$ cat src/verilog/sbr_pkg.sv
// Constants, codes and carrier types of the serial boot command responder
`default_nettype none

package sbr_pkg;

   // ==========================================================
   // Byte codes on the serial channel
   localparam logic [7:0] MODE_ASYNC = 8'h86;
   localparam logic [7:0] MODE_SYNC  = 8'h30;
   localparam logic [7:0] CMD_RAM    = 8'h10;
   localparam logic [7:0] CMD_SUM    = 8'h20;
   localparam logic [7:0] CMD_INFO   = 8'h30;
   localparam logic [7:0] CMD_ERASE  = 8'h40;
   localparam logic [7:0] ERASE_KEY  = 8'h54;
   localparam logic [7:0] ERASE_OK   = 8'h4f;
   localparam logic [7:0] ERASE_FAIL = 8'h4c;

   // ==========================================================
   // Acknowledge low nibbles, then upper nibbles for password errors and after reset
   localparam logic [3:0] ACK_RXERR  = 4'h8;
   localparam logic [3:0] ACK_BAD    = 4'h1;
   localparam logic [3:0] ACK_GOOD   = 4'h0;
   localparam logic [3:0] PWD_NIBBLE = 4'h1;
   localparam logic [3:0] RESET_NIBBLE = 4'h0;

   // ==========================================================
   // Product-information reply byte positions
   localparam logic [6:0] IDX_FIRST       = 7'd5;
   localparam logic [6:0] IDX_HEAD_LAST   = 7'd36;
   localparam logic [6:0] IDX_ZERO_LAST   = 7'd46;
   localparam logic [6:0] IDX_START_LAST  = 7'd50;
   localparam logic [6:0] IDX_END_LAST    = 7'd54;
   localparam logic [6:0] IDX_COUNT_LAST  = 7'd56;
   localparam logic [6:0] IDX_GROUP_FIRST = 7'd57;
   localparam logic [6:0] IDX_GROUP_LAST  = 7'd92;
   localparam logic [6:0] IDX_CHECKSUM    = 7'd93;
   localparam logic [3:0] GROUP_OFF_LAST  = 4'd8;
   localparam logic [3:0] GROUP_OFF_SIZE  = 4'd4;
   localparam logic [3:0] GROUP_OFF_COUNT = 4'd8;

   // ==========================================================
   // Flash geometry
   localparam logic [31:0] FLASH_START     = 32'h3f80_0000;
   localparam logic [31:0] FLASH_END_LARGE = 32'h3f87_ffff;
   localparam logic [31:0] FLASH_END_SMALL = 32'h3f81_ffff;
   localparam logic [15:0] BLOCKS_LARGE    = 16'h0006;
   localparam logic [15:0] BLOCKS_SMALL    = 16'h0004;
   localparam logic [31:0] GROUP_START [4] = '{32'h3f80_0000, 32'h3f80_4000, 32'h3f81_4000, 32'h3f82_4000};
   localparam logic [31:0] GROUP_HWORDS [4] = '{32'h0000_2000, 32'h0000_4000, 32'h0000_8000, 32'h0001_0000};
   localparam logic [7:0]  GROUP_CNT_LARGE [4] = '{8'h01, 8'h02, 8'h01, 8'h02};
   localparam logic [7:0]  GROUP_CNT_SMALL [4] = '{8'h01, 8'h02, 8'h01, 8'h00};

   // ==========================================================
   // Carrier types
   typedef struct packed {
      logic       valid;
      logic [7:0] data;
      logic       rxErr;
   } sbr_rx_s;

   typedef struct packed {
      logic       valid;
      logic       chkErr;
      logic       pwdErr;
      logic       rxErr;
   } sbr_extack_s;

   typedef enum logic [2:0] {
      ST_MODE  = 3'b000,
      ST_CMD   = 3'b001,
      ST_INFO  = 3'b011,
      ST_KEY   = 3'b010,
      ST_ERASE = 3'b110,
      ST_EXT   = 3'b111,
      ST_DEAD  = 3'b101
   } sbr_state_e;

endpackage

`default_nettype wire

$ cat src/verilog/sbr_ack_code.sv
// Forms an acknowledge byte from a command nibble and error flags
`default_nettype none

module sbr_ack_code
   import sbr_pkg::*;
(
   input  wire logic [3:0] upper,
   input  wire logic       rxErr,
   input  wire logic       bad,
   output logic      [7:0] code
);

   // ==========================================================
   // Receive error outranks a bad code; bits 1 and 2 stay zero
   always_comb begin
      if (rxErr) begin
         code = {upper, ACK_RXERR};
      end else if (bad) begin
         code = {upper, ACK_BAD};
      end else begin
         code = {upper, ACK_GOOD};
      end
   end

endmodule

`default_nettype wire

$ cat src/verilog/sbr_checksum.sv
// Running byte sum whose two's complement forms a reply checksum
`default_nettype none

module sbr_checksum
   import sbr_pkg::*;
(
   input  wire logic       clock,
   input  wire logic       rst_b,
   input  wire logic       clear,
   input  wire logic       add,
   input  wire logic [7:0] data,
   output logic      [7:0] check
);

   logic [7:0] sum;

   // ==========================================================
   // Accumulator, carries dropped by the 8-bit width
   always_ff @(posedge clock or negedge rst_b) begin
      if (!rst_b) begin
         sum <= 8'h00;
      end else if (clear) begin
         sum <= 8'h00;
      end else if (add) begin
         sum <= sum + data;
      end
   end

   assign check = 8'h00 - sum;

endmodule

`default_nettype wire

$ cat src/verilog/sbr_responder.sv
// Serial boot command responder: mode byte, command echo, info reply tail, chip erase
`default_nettype none

module sbr_responder
   import sbr_pkg::*;
(
   input  wire logic        clock,
   input  wire logic        rst_b,
   input  wire sbr_rx_s     rx,
   output logic             rxReady,
   input  wire logic        modeSync,
   input  wire logic        baudOk,
   input  wire logic        smallVariant,
   output logic       [6:0] headIndex,
   input  wire logic  [7:0] headByte,
   output logic             txValid,
   output logic       [7:0] txData,
   input  wire logic        txReady,
   output logic             eraseStart,
   input  wire logic        eraseDone,
   input  wire logic        eraseErr,
   output logic             extStart,
   output logic       [7:0] extCmd,
   input  wire sbr_extack_s extAck,
   input  wire logic        extDone,
   output logic             syncMode,
   output logic             dead
);

   // ==========================================================
   // Declarations
   sbr_state_e state;
   sbr_state_e next_state;
   logic [6:0] idx;
   logic [1:0] grp;
   logic [3:0] off;
   logic [3:0] prevNibble;
   logic [3:0] cmdNibble;
   logic       txFree;
   logic       rxTake;
   logic       rxErrEff;
   logic       sendNow;
   logic [7:0] sendByte;
   logic       sumClear;
   logic       sumAdd;
   logic       idxStep;
   logic       latchCmd;
   logic       latchSync;
   logic       startErase;
   logic       startExt;
   logic [7:0] sumCheck;
   logic [3:0] ackUpper;
   logic       ackRx;
   logic       ackBad;
   logic [7:0] ackByte;
   logic [7:0] infoByte;
   logic [31:0] endAddr;
   logic [15:0] blockCount;
   logic [7:0] grpCount;
   logic [1:0] lane;

   // ==========================================================
   // Handshake
   // A byte is only taken when the transmit slot is free, so the answer to a taken byte is never dropped
   assign txFree  = !txValid || txReady;
   assign rxReady = txFree && (state == ST_MODE || state == ST_CMD || state == ST_KEY);
   assign rxTake  = rx.valid && rxReady;
   assign rxErrEff = rx.rxErr && !syncMode;
   assign headIndex = idx;
   assign dead = (state == ST_DEAD);

   // ==========================================================
   // Information reply byte
   assign endAddr    = smallVariant ? FLASH_END_SMALL : FLASH_END_LARGE;
   assign blockCount = smallVariant ? BLOCKS_SMALL : BLOCKS_LARGE;
   assign grpCount   = smallVariant ? GROUP_CNT_SMALL[grp] : GROUP_CNT_LARGE[grp];
   // Field starts sit one below a multiple of four, so idx+1 selects the lane
   assign lane = 2'(idx + 7'd1);

   always_comb begin
      infoByte = 8'h00;
      if (idx <= IDX_HEAD_LAST) begin
         infoByte = headByte;
      end else if (idx <= IDX_ZERO_LAST) begin
         infoByte = 8'h00;
      end else if (idx <= IDX_START_LAST) begin
         infoByte = FLASH_START[8*lane +: 8];
      end else if (idx <= IDX_END_LAST) begin
         infoByte = endAddr[8*lane +: 8];
      end else if (idx <= IDX_COUNT_LAST) begin
         infoByte = blockCount[8*lane[0] +: 8];
      end else if (idx <= IDX_GROUP_LAST) begin
         if (off < GROUP_OFF_SIZE) begin
            infoByte = GROUP_START[grp][8*off[1:0] +: 8];
         end else if (off < GROUP_OFF_COUNT) begin
            infoByte = GROUP_HWORDS[grp][8*off[1:0] +: 8];
         end else begin
            infoByte = grpCount;
         end
      end else begin
         infoByte = sumCheck;
      end
   end

   sbr_checksum u_sum (
      .clock (clock),
      .rst_b (rst_b),
      .clear (sumClear),
      .add   (sumAdd),
      .data  (infoByte),
      .check (sumCheck)
   );

   sbr_ack_code u_ack (
      .upper (ackUpper),
      .rxErr (ackRx),
      .bad   (ackBad),
      .code  (ackByte)
   );

   // ==========================================================
   // Sequencer
   always_comb begin
      next_state = state;
      sendNow    = 1'b0;
      sendByte   = 8'h00;
      sumClear   = 1'b0;
      sumAdd     = 1'b0;
      idxStep    = 1'b0;
      latchCmd   = 1'b0;
      latchSync  = 1'b0;
      startErase = 1'b0;
      startExt   = 1'b0;
      ackUpper   = prevNibble;
      ackRx      = 1'b0;
      ackBad     = 1'b0;
      unique case (state)
         ST_MODE: begin
            if (rxTake) begin
               latchSync = 1'b1;
               if (!modeSync && !baudOk) begin
                  next_state = ST_DEAD;
               end else begin
                  sendNow    = 1'b1;
                  sendByte   = modeSync ? MODE_SYNC : MODE_ASYNC;
                  next_state = ST_CMD;
               end
            end
         end
         ST_CMD: begin
            if (rxTake) begin
               sendNow = 1'b1;
               if (rxErrEff) begin
                  ackRx    = 1'b1;
                  sendByte = ackByte;
               end else begin
                  latchCmd = 1'b1;
                  sendByte = rx.data;
                  unique case (rx.data)
                     CMD_INFO: begin
                        sumClear   = 1'b1;
                        next_state = ST_INFO;
                     end
                     CMD_ERASE: begin
                        next_state = ST_KEY;
                     end
                     CMD_RAM, CMD_SUM: begin
                        startExt   = 1'b1;
                        next_state = ST_EXT;
                     end
                     default: begin
                        latchCmd = 1'b0;
                        ackBad   = 1'b1;
                        sendByte = ackByte;
                     end
                  endcase
               end
            end
         end
         ST_INFO: begin
            if (txFree) begin
               sendNow  = 1'b1;
               sendByte = infoByte;
               idxStep  = 1'b1;
               sumAdd   = (idx != IDX_CHECKSUM);
               if (idx == IDX_CHECKSUM) begin
                  next_state = ST_CMD;
               end
            end
         end
         ST_KEY: begin
            if (rxTake) begin
               sendNow    = 1'b1;
               ackUpper   = cmdNibble;
               next_state = ST_CMD;
               if (rxErrEff) begin
                  ackRx    = 1'b1;
                  sendByte = ackByte;
               end else if (rx.data == ERASE_KEY) begin
                  sendByte   = ERASE_KEY;
                  startErase = 1'b1;
                  next_state = ST_ERASE;
               end else begin
                  ackBad   = 1'b1;
                  sendByte = ackByte;
               end
            end
         end
         ST_ERASE: begin
            if (eraseDone && txFree) begin
               sendNow    = 1'b1;
               sendByte   = eraseErr ? ERASE_FAIL : ERASE_OK;
               next_state = ST_CMD;
            end
         end
         ST_EXT: begin
            ackUpper = extAck.pwdErr ? PWD_NIBBLE : cmdNibble;
            ackRx    = extAck.rxErr && !syncMode;
            ackBad   = extAck.chkErr || extAck.pwdErr;
            if (extAck.valid && txFree) begin
               sendNow  = 1'b1;
               sendByte = ackByte;
               if (ackRx || ackBad) begin
                  next_state = ST_CMD;
               end
            end
            if (extDone) begin
               next_state = ST_CMD;
            end
         end
         ST_DEAD: begin
            next_state = ST_DEAD;
         end
         default: begin
            next_state = ST_MODE;
         end
      endcase
   end

   // ==========================================================
   // State register
   always_ff @(posedge clock or negedge rst_b) begin
      if (!rst_b) begin
         state <= ST_MODE;
      end else begin
         state <= next_state;
      end
   end

   // ==========================================================
   // Reply position counters
   always_ff @(posedge clock or negedge rst_b) begin
      if (!rst_b) begin
         idx <= IDX_FIRST;
         grp <= 2'b00;
         off <= 4'h0;
      end else if (sumClear) begin
         idx <= IDX_FIRST;
         grp <= 2'b00;
         off <= 4'h0;
      end else if (idxStep) begin
         idx <= idx + 7'd1;
         if (idx >= IDX_GROUP_FIRST) begin
            if (off == GROUP_OFF_LAST) begin
               off <= 4'h0;
               grp <= grp + 2'b01;
            end else begin
               off <= off + 4'h1;
            end
         end
      end
   end

   // ==========================================================
   // Command memory; the previous nibble feeds error answers
   always_ff @(posedge clock or negedge rst_b) begin
      if (!rst_b) begin
         prevNibble <= RESET_NIBBLE;
         cmdNibble  <= RESET_NIBBLE;
         extCmd     <= 8'h00;
      end else if (latchCmd) begin
         prevNibble <= rx.data[7:4];
         cmdNibble  <= rx.data[7:4];
         extCmd     <= rx.data;
      end
   end

   always_ff @(posedge clock or negedge rst_b) begin
      if (!rst_b) begin
         syncMode <= 1'b0;
      end else if (latchSync) begin
         syncMode <= modeSync;
      end
   end

   // ==========================================================
   // Transmit slot
   always_ff @(posedge clock or negedge rst_b) begin
      if (!rst_b) begin
         txValid <= 1'b0;
         txData  <= 8'h00;
      end else if (sendNow) begin
         txValid <= 1'b1;
         txData  <= sendByte;
      end else if (txReady) begin
         txValid <= 1'b0;
      end
   end

   // ==========================================================
   // Start pulses to the erase engine and the outside routines
   always_ff @(posedge clock or negedge rst_b) begin
      if (!rst_b) begin
         eraseStart <= 1'b0;
         extStart   <= 1'b0;
      end else begin
         eraseStart <= startErase;
         extStart   <= startExt;
      end
   end

endmodule

`default_nettype wire
$ cat config.mk
export PLATFORM = sky130hd
export DESIGN_NAME = sbr_responder
export DESIGN_NICKNAME = d
export VERILOG_FILES = /design/src/verilog/sbr_pkg.sv /design/src/verilog/sbr_ack_code.sv /design/src/verilog/sbr_checksum.sv /design/src/verilog/sbr_responder.sv
export SDC_FILE = /design/constraint.sdc
export NUM_CORES = 1
export LEC_CHECK = 0
export BUFFER_PORTS_ARGS = -buffer_cell sky130_fd_sc_hd__buf_2
export CAP_MARGIN = 10
export CORE_ASPECT_RATIO = 0.75
export CORE_MARGIN = 3
export CORE_UTILIZATION = 50
export CTS_BUF_LIST = sky130_fd_sc_hd__clkbuf_4 sky130_fd_sc_hd__clkbuf_8
export DETAILED_ROUTE_END_ITERATION = 10
export HOLD_SLACK_MARGIN = 0.03
export PLACE_DENSITY = 0.69
export SLEW_MARGIN = 10
export SYNTH_ARGS = -nofsm -noshare
export SYNTH_HDL_FRONTEND = slang
export SYNTH_SLANG_ARGS = --single-unit
$ cat constraint.sdc
create_clock -name clock -period 8.3 [get_ports clock]
set_clock_uncertainty 0.2 [all_clocks]
set_input_delay 0.415 -clock clock [delete_from_list [all_inputs] [get_ports clock]]
set_output_delay 0.415 -clock clock [all_outputs]
set_load 0.02 [all_outputs]
# Word-level counts from Yosys, hierarchy flattened
# Index checks and enable logic that the tools add are counted.
[totals] ff_bits=48 in_bits=31 out_inout_bits=29 wordCells=192
[op_classes] add_sub_neg=5 order_cmp=10 n_eq_ne=24 shifts=5 muxes=107 n_bitwise=1 reduce_logical=28
[ops] cell="8-bit 2-to-1 mux" count=26
[ops] cell="32-bit binary-select mux with 2-bit select" count=2
[ops] cell="32-bit 2-to-1 mux" count=4
[ops] cell="32-bit by 6-bit variable part select with 8-bit output" count=3
[ops] cell="8-bit one-hot mux with 6 select lines" count=1
[ops] cell="3-bit 2-to-1 mux" count=13
[ops] cell="1-bit 2-to-1 mux" count=37
[ops] cell="7-bit by 6-bit <= comparator with 1-bit output (second input constant)" count=5
[ops] cell="8-bit binary-select mux with 2-bit select" count=2
[ops] cell="32-bit by 6-bit variable part select with 8-bit output (first input constant)" count=1
[ops] cell="4-bit 2-to-1 mux" count=7
[ops] cell="7-bit 2-to-1 mux" count=3
[ops] cell="3-bit one-hot mux with 7 select lines" count=1
[ops] cell="19-bit 2-to-1 mux" count=1
[ops] cell="8-bit by 6-bit equality test with 1-bit output (second input constant)" count=2
[ops] cell="8-bit by 7-bit equality test with 1-bit output (second input constant)" count=2
[ops] cell="16-bit by 5-bit variable part select with 8-bit output" count=1
[ops] cell="2-bit != test (second input constant)" count=7
[ops] cell="2-bit 2-to-1 mux" count=6
[ops] cell="10-bit AND reduction" count=1
[ops] cell="2-bit nonzero test" count=5
[ops] cell="3-bit equality test (second input constant)" count=3
[ops] cell="3-bit one-hot mux with 3 select lines" count=1
[ops] cell="8-bit adder" count=1
[ops] cell="other kinds (29)" count=45

# Longest topological paths before layout
# Gate-level depths: netlist (run 1).
[depth] ltp_word=16 depth_mapped=17 mapped_depth_nobuf=16

# Cells and area by module
# Synthesis (run 1) repeated with hierarchy kept, for this count alone.
[unflattened] hier_cells=448 area_unflattened_um2=3786.1
[modules_own_cells] module="sbr_responder" n_inst=1 cells_per_inst=355 area_per_inst_um2=2951.6 seq_area_each_um2=903.4
[modules_own_cells] module="sbr_checksum" n_inst=1 cells_per_inst=84 area_per_inst_um2=764.5 seq_area_each_um2=200.2
[modules_own_cells] module="sbr_ack_code" n_inst=1 cells_per_inst=9 area_per_inst_um2=70.1 seq_area_each_um2=0.0

# Worst setup path after synthesis (run 1)
# No wires, ideal clock.
[synth_path] path_kind="reg-to-reg" from="reg idx[0] (netlist: headIndex[0])" to="reg u_sum.sum[7]" setup_ns=0.071 arrival_ns=3.417 path_slack_ns=4.612 path_stages_with_launch=14 n_path_buf=1 cell_sequence="dfstp_2 buf_2 inv_1 ha_1 nand4_1 o41a_1 a22o_1 ha_1 a211oi_1 o21ai_0 o31ai_1 o21ai_0 or3_1 nand4_1"
[synth_via] elab_chain_len=10 elab_cells_between_ends=23
[synth_rtl] item="from (decl)" line_no="sbr_responder.sv:34" text="logic [6:0] idx;"
[synth_rtl] item="from (signal assigned)" line_no="sbr_responder.sv:262" text="idx <= idx + 7'd1;"
[synth_rtl] item="7-bit by 1-bit adder with 7-bit output or 7-bit <= comparator (tied branches)"
[synth_rtl] item="16-bit by 5-bit variable part select with 8-bit output or 8-bit 2-to-1 mux (tied branches)" line_no="sbr_responder.sv:91, sbr_responder.sv:92"
[synth_rtl] item="8-bit 2-to-1 mux" line_no="sbr_responder.sv:90" text="end else if (idx <= IDX_COUNT_LAST) begin"
[synth_rtl] item="8-bit 2-to-1 mux" line_no="sbr_responder.sv:88" text="end else if (idx <= IDX_END_LAST) begin"
[synth_rtl] item="8-bit 2-to-1 mux" line_no="sbr_responder.sv:86" text="end else if (idx <= IDX_START_LAST) begin"
[synth_rtl] item="8-bit 2-to-1 mux" line_no="sbr_responder.sv:84" text="end else if (idx <= IDX_ZERO_LAST) begin"
[synth_rtl] item="8-bit 2-to-1 mux" line_no="sbr_responder.sv:82" text="if (idx <= IDX_HEAD_LAST) begin"
[synth_rtl] item="8-bit adder" line_no="sbr_checksum.sv:25" text="sum <= sum + data;"
[synth_rtl] item="8-bit 2-to-1 mux" line_no="sbr_checksum.sv:24" text="end else if (add) begin"
[synth_rtl] item="8-bit 2-to-1 mux" line_no="sbr_checksum.sv:22" text="end else if (clear) begin"
[synth_rtl] item="to (signal assigned)" line_no="sbr_checksum.sv:25"
[synth_rtl] item="to (decl)" line_no="sbr_checksum.sv:15" text="logic [7:0] sum;"
# Several ways; a longest one is shown, not always the timed one. The select of a mux whose other input is x is not followed.
# A chain may end at the register's enable or synchronous reset.

# Final worst setup path (run 1)
# Ends and elaborated chain as after synthesis.

==> key figures, run 1 <==
Logic synthesis
  • Main flop type after synthesis: dfrtp_1
  • Post-synthesis sequential area ratio: 0.298
  • Post-synth EDFFs: 0
  • FFs w/ async S/R, synth: 1.00
  • Post-synthesis adder-cell area fraction: 0.0832
  • Cells after synthesis: 446
  • Mapped Nets: 501
  • Main combinational cell family by area after synthesis: simple AND/OR/NAND/NOR gates
  • Yosys reg bits: 44
  • Number of distinct library cells after synthesis: 67
  • Post-Synth Simple-Gate Area: 0.267
  • Post-synthesis compound-gate area fraction: 0.240
  • Syn_area_per_cell: 8.29 µm²
  • Post-synthesis xor/xnor area fraction: 0.0355
  • Post-synthesis mux area share: 0.0281
  • Yosys warnings: 0
  • Post-Syn Area: 3700 µm²

Timing
  • Slew HR: 0.336
  • Final setup vio count: 0
  • Slew Viols, Final: 0
  • Final Hold Vio Count: 0
  • WHS: 0.0550 ns
  • Final setup TNS: 0 ns
  • Slew @ Worst Pin: 0.997 ns
  • RSZ-0062 raised after global routing: false
  • Setup WS post-layout: 4.27 ns
  • Highest Clock Rate: 248 MHz
  • Period minus WS final: 4.03 ns
  • Final worst path period share: 0.485

Die
  • Die area: 8480 µm²
  • Initial Util: 0.529
  • Ports: 60
  • Chip Height: 80.5 µm
  • Row Count: 26
  • Die width: 105 µm
  • Core Region: 6990 µm²

Worst setup path
  • Worst path max stage delay: 0.72 ns
  • Cell at the slowest stage of the critical path: dfstp_2
  • Crit end category: flop
  • CP Max Fanout: 16
  • Crit path buffers/inverters: 1
  • CP Cell Sequence: inv_1 > ha_1 > nand4_1 > o41a_1 > a22o_1 > ha_1 > a211oi_1 > o21ai_0 > o31ai_1 > o21ai_0 > or3_1 > nand4_1
  • Largest delay contributor family on the critical path: compound AO/OA/AOI/OAI gates
  • Crit start category: flop
  • Data required time of the worst path: 8.33 ns
  • CP arrival: 4.06 ns
  • Kind of critical path: reg2reg

Finish
  • Number of antenna diodes: 0
  • Most frequent cells in the layout: buf_2 (59), dfrtp_1 (42), nor2_1 (35), nand2_1 (35), o21ai_0 (30)
  • P&R area growth vs syn: 11.1%
  • Final Instance Count excl. Fillers: 590
  • Utilization after layout: 0.588
  • Fill count: 647
  • Most common library cell in the layout ignoring fill and taps: buf_2
  • Multi-input logic area: 2420 µm²
  • Layout cell share with drive strength beyond 1: 0.181
  • Register area: 1100 µm²
  • Layout net count: 546
  • Final Instance Area: 4110 µm²

Pwr
  • Leakage: 1.88 nW
  • Peak VDD IR: 0.103 mV
  • Total power: 0.550 mW
  • Cell Pwr Density: 134 nW/µm²

Hold path
  • Hold crit path type: in2async

Place
  • Detailed placer's ending HPWL: 7.87 mm
  • GP Congestion: 0.905
  • I/O Buffers: 59
  • Post-Place Cells: 582
  • DP Area: 4020 µm²
  • Pre-CTS setup slack: 4.41 ns

CTS
  • CTS Buffer Depth: 2
  • Clock Tree Root: clkbuf_8
  • Clk_lat worst skew: 0.31 ns
  • Worst-path clk slew: 0.10 ns
  • Clock tree from TritonCTS: yes
  • H-tree depth: 2
  • Sink Count: 44
  • Hold_buf cts: 0
  • CTS resizes: 0
  • Postcts setup bufs: 0
  • Total CTS buffers: 5

Routing
  • Routed via count: 3593
  • DR pass1 iterations: 5
  • DRT Wirelength: 10.1 mm
  • Routed Antenna Nets: 0
  • Initial DRC count: 303
  • DRC: 0
  • WL/cell: 17.2 µm
  • Via density: 6.09

Run status
  • Outcome: complete, no violations

Global routing
  • Total grt overflow: 0
  • Initial antenna violation count: 0
  • Vias in the first global route: 3122
  • Total global-route track usage: 0.242
  • Global-route wire length before repair: 16.3 mm
  • Largest net degree at the start of global routing: 45

Job
  • # Max-Cap Violations: 0
[where the power goes]
part / total, mW / internal (mW) / switching, mW
combinational: 0.149 / 0.0591 / 0.0901
clock: 0.141 / 0.0597 / 0.0810
sequential: 0.260 / 0.231 / 0.0291
total: 0.550 / 0.349 / 0.200
[registers in the layout (all words and copies together), names as in the netlist]
register,flops
extCmd,8
txData,8
u_sum.sum,8
headIndex,7
off,4
state,3
grp,2
eraseStart,1
extStart,1
syncMode,1
txValid,1
[cells by family after synthesis]
group                      Yosys count
AOI/OAI and AO/OA                  130
xor gates and xnor gates            15
adders and majority gates           24
buffers and inverters               41
DFF                                 44
muxes                               10
and+or+nand+nor                    182
[per-layer routing]
| layer | vias up | wire length, µm | global-route usage |
|---|---|---|---|
| met5 | - | 0 | 0 |
| met4 | 0 | 46 | 0.0380 |
| met3 | 5 | 867 | 0.0490 |
| met2 | 158 | 4100 | 0.335 |
| met1 | 1699 | 5110 | 0.384 |
| li1 | 1731 | - | - |
[Yosys cell counts, types with 5 or more instances]
master / instances / area share
inv_1: 19 / 0.019
xor2_1: 7 / 0.017
nor3_1: 9 / 0.012
dfrtp_1: 42 / 0.28
and2_1: 10 / 0.017
nor3b_1: 5 / 0.010
xnor2_1: 8 / 0.019
nand2_1: 35 / 0.036
mux2i_1: 7 / 0.019
a31oi_1: 7 / 0.012
o21bai_1: 9 / 0.018
nor2_1: 35 / 0.036
or3_1: 6 / 0.010
buf_2: 7 / 0.0095
ha_1: 23 / 0.078
nor4_1: 5 / 0.0085
o21ai_0: 30 / 0.041
o21a_1: 6 / 0.012
nand2b_1: 9 / 0.015
a21o_1: 5 / 0.010
clkbuf_1: 12 / 0.012
nand3_1: 20 / 0.027
nor2b_1: 11 / 0.019
a21oi_1: 23 / 0.031
nand4_1: 13 / 0.022
[layout make-up]
class                           count  share of cell area
Multi-Input combinational cell    361               0.588
Sequential cell                    44               0.268
Timing Repair Buffer               60              0.0737
Tap cell                           98              0.0298
Inverter                           19              0.0174
Clock buffer                        5              0.0167
Clock inverter                      3             0.00578
[final timing paths]
check / start / endpoint / slack (ns) / depth (start not counted)
hold / removal: rst_b / off[0] / 0.06 / 1
hold reg to reg: extCmd[1] / extCmd[1] / 0.29 / 1
setup / recovery: headIndex[0] / u_sum.sum[7] / 4.27 / 12
min in group clock: rx[7] / extCmd[6] / 0.21 / 2
max in group asynchronous: rst_b / txData[4] / 7.20 / 1
setup reg to reg: headIndex[0] / u_sum.sum[7] / 4.27 / 12
[worst register-to-register path, cell delays in order (launching register included)]
cell	delay [ns]
dfstp_2	0.72
inv_1	0.14
ha_1	0.34
nand4_1	0.10
o41a_1	0.35
a22o_1	0.24
ha_1	0.31
a211oi_1	0.25
o21ai_0	0.17
o31ai_1	0.48
o21ai_0	0.22
or3_1	0.35
nand4_1	0.09
No activity file was read; power rests on OpenSTA's default activity.
==> run 2, diff against run 1 <==
- PLACE_DENSITY: 0.69 -> 0.72
- clock period: 8.3 -> 3.65 ns (I/O delays scaled with it)
==> run 2 against run 1 <==
Against the previous run: global-route usage rose by 0.19 points; die area did not move; clock power rose by 130%; setup slack got worse by 4.1 ns; maximum frequency rose by 14%; non-clock buffer count rose by 22; worst hold slack improved by 0.038 ns.
==> key figures, run 2 (synthesized netlist as in run 1, its figures left out) <==
CTS
  • Clock Tree Root: clkbuf_8
  • Worst-path clk slew: 0.10 ns (about the same)
  • Total CTS buffers: 5 (unchanged)
  • Clock tree from TritonCTS: yes
  • H-tree depth: 2 (unchanged)
  • CTS Buffer Depth: 2 (unchanged)
  • Clk_lat worst skew: 0.31 ns (about the same)
  • Sink Count: 44 (unchanged)

Place
  • Pre-CTS setup slack: -0.0275 ns (-4.44 ns)
  • I/O Buffers: 59 (unchanged)
  • Detailed placer's ending HPWL: 7.93 mm (+0.80%)
  • GP Congestion: 0.953 (+5.3%)
  • Post-Place Cells: 593 (+1.9%)

Global routing
  • Total grt overflow: 0 (unchanged)
  • Vias in the first global route: 3175 (+1.7%)
  • Largest net degree at the start of global routing: 45 (unchanged)
  • Global-route wire length before repair: 16.5 mm (+0.76%)
  • Total global-route track usage: 0.244 (+0.00194)
  • Initial antenna violation count: 0 (unchanged)

Timing
  • Highest Clock Rate: 284 MHz (+14%)
  • Period minus WS final: 3.52 ns (-0.509 ns)
  • Slew Viols, Final: 0 (unchanged)
  • WHS: 0.0930 ns (+0.0380 ns)
  • Setup WS post-layout: 0.134 ns (-4.14 ns)
  • Slew @ Worst Pin: 1.00 ns (+0.00562 ns)
  • Slew HR: 0.332 (-0.00375)
  • Final worst path period share: 0.963 (+0.478)
  • Final setup vio count: 0 (unchanged)
  • Final Hold Vio Count: 0 (unchanged)

Finish
  • Most frequent cells in the layout: buf_2 (59), dfrtp_1 (38), nand2_1 (35)
  • Final Instance Count excl. Fillers: 612 (+3.7%)
  • Multi-input logic area: 2510 µm² (+3.7%)
  • Top Registers: extCmd: 8 flops, txData: 8 flops, u_sum.sum: 8 flops
  • P&R area growth vs syn: 18.5%
  • Most common library cell in the layout ignoring fill and taps: buf_2
  • Number of antenna diodes: 0 (unchanged)
  • Register area: 1110 µm² (+0.45%)
  • Layout cell share with drive strength beyond 1: 0.243 (+0.0623)
  • Fill count: 621 (-4.0%)
  • Layout net count: 568 (+4.0%)

Die
  • Ports: 60 (unchanged)
  • Die width: 105 µm (unchanged)
  • Initial Util: 0.529 (unchanged)
  • Chip Height: 80.5 µm (unchanged)
  • Core Region: 6990 µm² (unchanged)
  • Die area: 8480 µm² (unchanged)
  • Row Count: 26 (unchanged)

Routing
  • DRC: 0 (unchanged)
  • DRT Wirelength: 10.5 mm (+3.6%)
  • Routed Antenna Nets: 0 (unchanged)
  • Routed via count: 3661 (+1.9%)
  • WL/cell: 17.1 µm (-0.11%)
  • Initial DRC count: 316 (+4.3%)
  • Via density: 5.98 (-1.8%)
  • DR pass1 iterations: 5 (unchanged)

Pwr
  • Peak VDD IR: 0.190 mV (+85%)
  • Leakage: 1.99 nW (+5.9%)
  • Cell Pwr Density: 301 nW/µm² (+120%)

Worst setup path
  • Crit path buffers/inverters: 2 (+1)
  • CP Launch Point: headIndex[0]
  • CP Cell Sequence: buf_6 > nand2_1 > xor2_1 > o41a_1 > o21ai_1 > nand2_1 > ha_1 > o211ai_1 > o21ai_2 > o31ai_4 > buf_4 > or4_1 > o2bb2ai_1 > nand4_1
  • Worst path max stage delay: 0.56 ns (-0.16 ns)
  • Kind of critical path: reg2reg
  • CP Max Fanout: 15 (-1)
  • Crit path top cell by count: nand2_1
  • Largest delay contributor family on the critical path: compound AO/OA/AOI/OAI gates
  • Data required time of the worst path: 3.69 ns (-4.64 ns)
  • CP arrival: 3.56 ns (-0.50 ns)
  • Crit start category: flop
  • Launching point of the worst reg2reg path: headIndex[0]
  • Cell at the slowest stage of the critical path: dfstp_2
  • Crit end category: flop

Hold path
  • Hold path start: eraseErr
  • Hold crit path type: in2reg

Run status
  • Outcome: complete, no violations

Job
  • # Max-Cap Violations: 0 (unchanged)
run 2: changes by cell type in the layout (fill, tap and decap cells not counted), moves of 2 or more:
cell and delta:
a211oi_1 -2, a211oi_2 +2, dlygate4sd3_1 +4, o31ai_1 -2, buf_4 +17, dfrtp_2 +4, o21ai_0 -5, o21ai_1 +4
dfrtp_1 -4
run 2: timing repair:
action | CTS | global route
setup buffers | 0 | 7
endpoints found under the hold margin | 45 | 0
hold buffers | 4 | 0
resized for setup | 1 | 26
pin swaps | 0 | 3
setup endpoints to repair | 1 | 2
run 2: area by class of cell:
| type | count | area share |
|---|---|---|
| sequential | 44 | 0.253 |
| multi-input combinational | 361 | 0.572 |
| clock buffer | 5 | 0.0157 |
| tap | 98 | 0.0280 |
| timing repair buffer | 82 | 0.110 |
| inverter | 19 | 0.0163 |
| clock inverter | 3 | 0.00542 |
run 2: per-layer routing:
layer	up-vias	GRT usage	routed length (µm)
met2	150	0.343	4430
li1	1771	-	-
met3	7	0.0321	808
met5	-	0	0
met1	1733	0.394	5220
met4	0	0.0406	42
run 2: worst paths after layout:
check / to / slack [ns] / cells after the start
max in group asynchronous: u_sum.sum[2] / 2.17 / 2
worst min register to register: extCmd[0] / 0.29 / 1
worst min-delay path: txData[1] / 0.09 / 3
worst max-delay path: u_sum.sum[7] / 0.13 / 14
worst max register to register: u_sum.sum[7] / 0.13 / 14
min in group asynchronous: off[0] / 0.36 / 2
run 2: through the flow:
stage               area, µm²  utilization  setup TNS (ns)  power [mW]
global placement         4110        0.587         -0.0117       0.953
global route             4380        0.627         -0.0208        1.39
finish                   4380        0.627               0        1.32
detailed placement       4110        0.587         -0.0275       0.954
floorplan                3700            -               0       0.817
CTS                      4240        0.607               0        1.29
run 2: power by group:
part	leakage [nW]	total, mW	switching (mW)	internal (mW)
clock	0.0404	0.327	0.191	0.136
sequential	0.563	0.569	0.0441	0.525
combinational	1.38	0.422	0.248	0.175
total	1.99	1.32	0.483	0.836
run 2: worst min-delay path, cell delays in order:
cell	delay (ns)
buf_2	0.10
o21ai_0	0.11
o21a_1	0.18
==> run 3, diff against run 2 <==
- CORE_MARGIN: 3 -> not set
- PLACE_DENSITY: 0.72 -> 0.69
- SLEW_MARGIN: 10 -> 15
- clock period: 3.65 -> 4.09 ns (I/O delays scaled with it)
==> run 3 against run 2 <==
Against the previous run: setup slack gained 0.029 ns; sequential cell count is the same; clock-buffer cell count grew 1; die area shrank 8.6%; core utilization shrank 2.4 points; critical path type unchanged; largest power group unchanged.
==> key figures, run 3 (synthesized netlist as in run 1, its figures left out) <==
Run status
  • Outcome: complete, no violations

Pwr
  • Internal power: 0.796 mW (-4.7%)
  • Leakage: 1.92 nW (-3.4%)
  • Sequential Power Share: 0.438 (+0.006)
  • Peak VDD IR: 0.193 mV (+1.1%)
  • Sw Share: 0.335 (-0.0308)
  • Clock power frac: 0.300 (+0.052)
  • Gate power share: 0.262 (-0.058)
  • P_sw: 0.402 mW (-17%)
  • Cell Pwr Density: 284 nW/µm² (-5.5%)

Routing
  • Routed via count: 3617 (-1.2%)
  • DRT Wirelength: 10.1 mm (-3.7%)
  • Routed Antenna Nets: 0 (unchanged)
  • WL/cell: 17.0 µm (-1.1%)
  • Via density: 6.07 (+1.5%)
  • DRC: 0 (unchanged)
  • DR pass1 iterations: 5 (unchanged)
  • Initial DRC count: 270 (-15%)

Timing
  • Final Hold Vio Count: 0 (unchanged)
  • RSZ-0062 raised after global routing: false
  • Final setup vio count: 0 (unchanged)
  • Slew @ Worst Pin: 0.979 ns (-0.0232 ns)
  • Slew Viols, Final: 0 (unchanged)
  • Final setup TNS: 0 ns (unchanged)
  • Final worst path period share: 0.960 (-0.00323)
  • Period minus WS final: 3.93 ns (+0.411 ns)
  • Highest Clock Rate: 255 MHz (-10%)
  • Slew HR: 0.347 (+0.0155)

Finish
  • Layout cell share with drive strength beyond 1: 0.191 (-0.0524)
  • Final Instance Area: 4210 µm² (-3.9%)
  • Top Registers: extCmd: 8 flops, txData: 8 flops, u_sum.sum: 8 flops
  • P&R area growth vs syn: 13.9%
  • Most common library cell in the layout ignoring fill and taps: buf_2
  • Fill count: 643 (+3.5%)
  • Most frequent cells in the layout: buf_2 (59), dfrtp_1 (41), nor2_1 (35), nand2_1 (35), o21ai_0 (30)
  • Number of antenna diodes: 0 (unchanged)
  • Layout net count: 552 (-2.8%)

Die
  • Chip Height: 76.5 µm (-5.0%)
  • Core Region: 6990 µm² (unchanged)
  • Die area: 7750 µm² (-8.6%)
  • Initial Util: 0.529 (unchanged)
  • Ports: 60 (unchanged)
  • Die width: 101 µm (-3.8%)
  • Row Count: 26 (unchanged)

Place
  • Detailed placer's ending HPWL: 7.78 mm (-1.9%)
  • DP Area: 4030 µm² (-1.8%)
  • GP Congestion: 0.904 (-5.1%)
  • I/O Buffers: 59 (unchanged)

CTS
  • Clock Tree Root: clkbuf_8
  • Clk_lat worst skew: 0.30 ns (about the same)
  • Worst-path clk slew: 0.09 ns (about the same)
  • Sink Count: 44 (unchanged)
  • Total CTS buffers: 5 (unchanged)
  • H-tree depth: 2 (unchanged)
  • CTS Buffer Depth: 2 (unchanged)
  • Clock tree from TritonCTS: yes

Job
  • # Max-Cap Violations: 0 (unchanged)

Worst setup path
  • FF-to-FF End: u_sum.sum[7]
  • CP Max Fanout: 16 (+1)
  • Worst path max stage delay: 0.72 ns (+0.16 ns)
  • Crit start category: flop
  • CP arrival: 3.97 ns (+0.41 ns)
  • Data required time of the worst path: 4.13 ns (+0.44 ns)
  • Worst reg2reg path depth: 12 (-2)
  • CP Cell Sequence: inv_1 > ha_1 > nand4_1 > o41a_1 > a22o_1 > ha_1 > a211oi_1 > o21ai_0 > o31ai_2 > o21ai_0 > or3_1 > nand4_1
  • Crit end category: flop
  • Launching point of the worst reg2reg path: headIndex[0]
  • R2r setup slk: 0.16 ns (+0.03 ns)
  • Cell at the slowest stage of the critical path: dfstp_4
  • Kind of critical path: reg2reg

Global routing
  • Initial antenna violation count: 0 (unchanged)
  • Total global-route track usage: 0.273 (+0.0293)
  • Vias in the first global route: 3247 (+2.3%)
  • Total grt overflow: 0 (unchanged)
  • Global-route wire length before repair: 16.6 mm (+0.88%)
  • Largest net degree at the start of global routing: 45 (unchanged)

Hold path
  • Hold crit path type: in2reg
  • Hold Crit Depth: 3 (unchanged)
  • Hold path start: rx[6]
  • WHS Endpoint: extCmd[5]
[run 3: cell count changes in the layout (fill, tap and decap cells not counted), sizes merged]
cell	previous run	this run
buf	78	63
clkbuf	5	6
dlygate4sd3	4	3
bufinv	0	1
clkinvlp	2	0
[run 3: how the worst max path moves through the flow]
| stage | slack [ns] | to | from | cells after the start |
|---|---|---|---|---|
| global route | 0.01 | u_sum.sum[7] | headIndex[0] | 12 |
| CTS | 0.17 | u_sum.sum[7] | headIndex[0] | 12 |
| global placement | 0.31 | u_sum.sum[7] | headIndex[3] | 12 |
| detailed placement | 0.09 | u_sum.sum[7] | headIndex[0] | 12 |
| floorplan | 0.40 | u_sum.sum[7] | headIndex[0] | 13 |
| finish | 0.16 | u_sum.sum[7] | headIndex[0] | 12 |
[run 3: power groups by stage]
stage	Combinational, mW	Clock [mW]	Sequential, mW
2_1_floorplan	0.194	0	0.534
3_3_place_gp	0.307	0	0.527
3_5_place_dp	0.305	0	0.528
4_1_cts	0.309	0.368	0.519
5_1_grt	0.347	0.387	0.533
6_report	0.314	0.360	0.524
[run 3: routing by layer]
layer	part of all wire	vias to the layer above	global-route usage
met5	0	-	0
met4	0.0085	0	0.0493
met2	0.40	151	0.369
li1	-	1738	-
met3	0.079	8	0.0505
met1	0.51	1720	0.443
[run 3: cell type report]
class	instances	area, µm²	share of cell area
Timing Repair Buffer	66	355	0.0843
Clock inverter	2	38.8	0.00920
Sequential cell	44	1110	0.263
Tap cell	98	123	0.0291
Multi-Input combinational cell	361	2430	0.578
Clock buffer	6	82.6	0.0196
Inverter	19	71.3	0.0169
[run 3: timing repair]
item,4_1_cts,5_1_grt
setup buffers,0,1
hold buffers,3,0
endpoints found under the hold margin,44,0
pin swaps,0,1
resized for setup,1,4
endpoints found under the setup margin,1,1
[run 3: stage by stage]
stage	hold slack, ns	cells	worst slack (ns)	total power, mW	util
after floorplan	-0.291	446	0.402	0.729	-
after global placement	0.221	584	0.309	0.834	0.577
after detailed placement	0.235	584	0.0940	0.833	0.577
after CTS	0.0739	595	0.174	1.20	0.599
after global routing	0.102	596	0.0122	1.27	0.603
final	0.0828	596	0.164	1.20	0.603
[run 3: critical path, delay by kind of cell, from the launching register on]
| family | cells | cell delay (ns) |
|---|---|---|
| flops | 1 | 0.72 |
| fa+ha+maj | 2 | 0.63 |
| compound gates | 6 | 1.66 |
| buf+inv | 1 | 0.10 |
| simple gates | 3 | 0.54 |
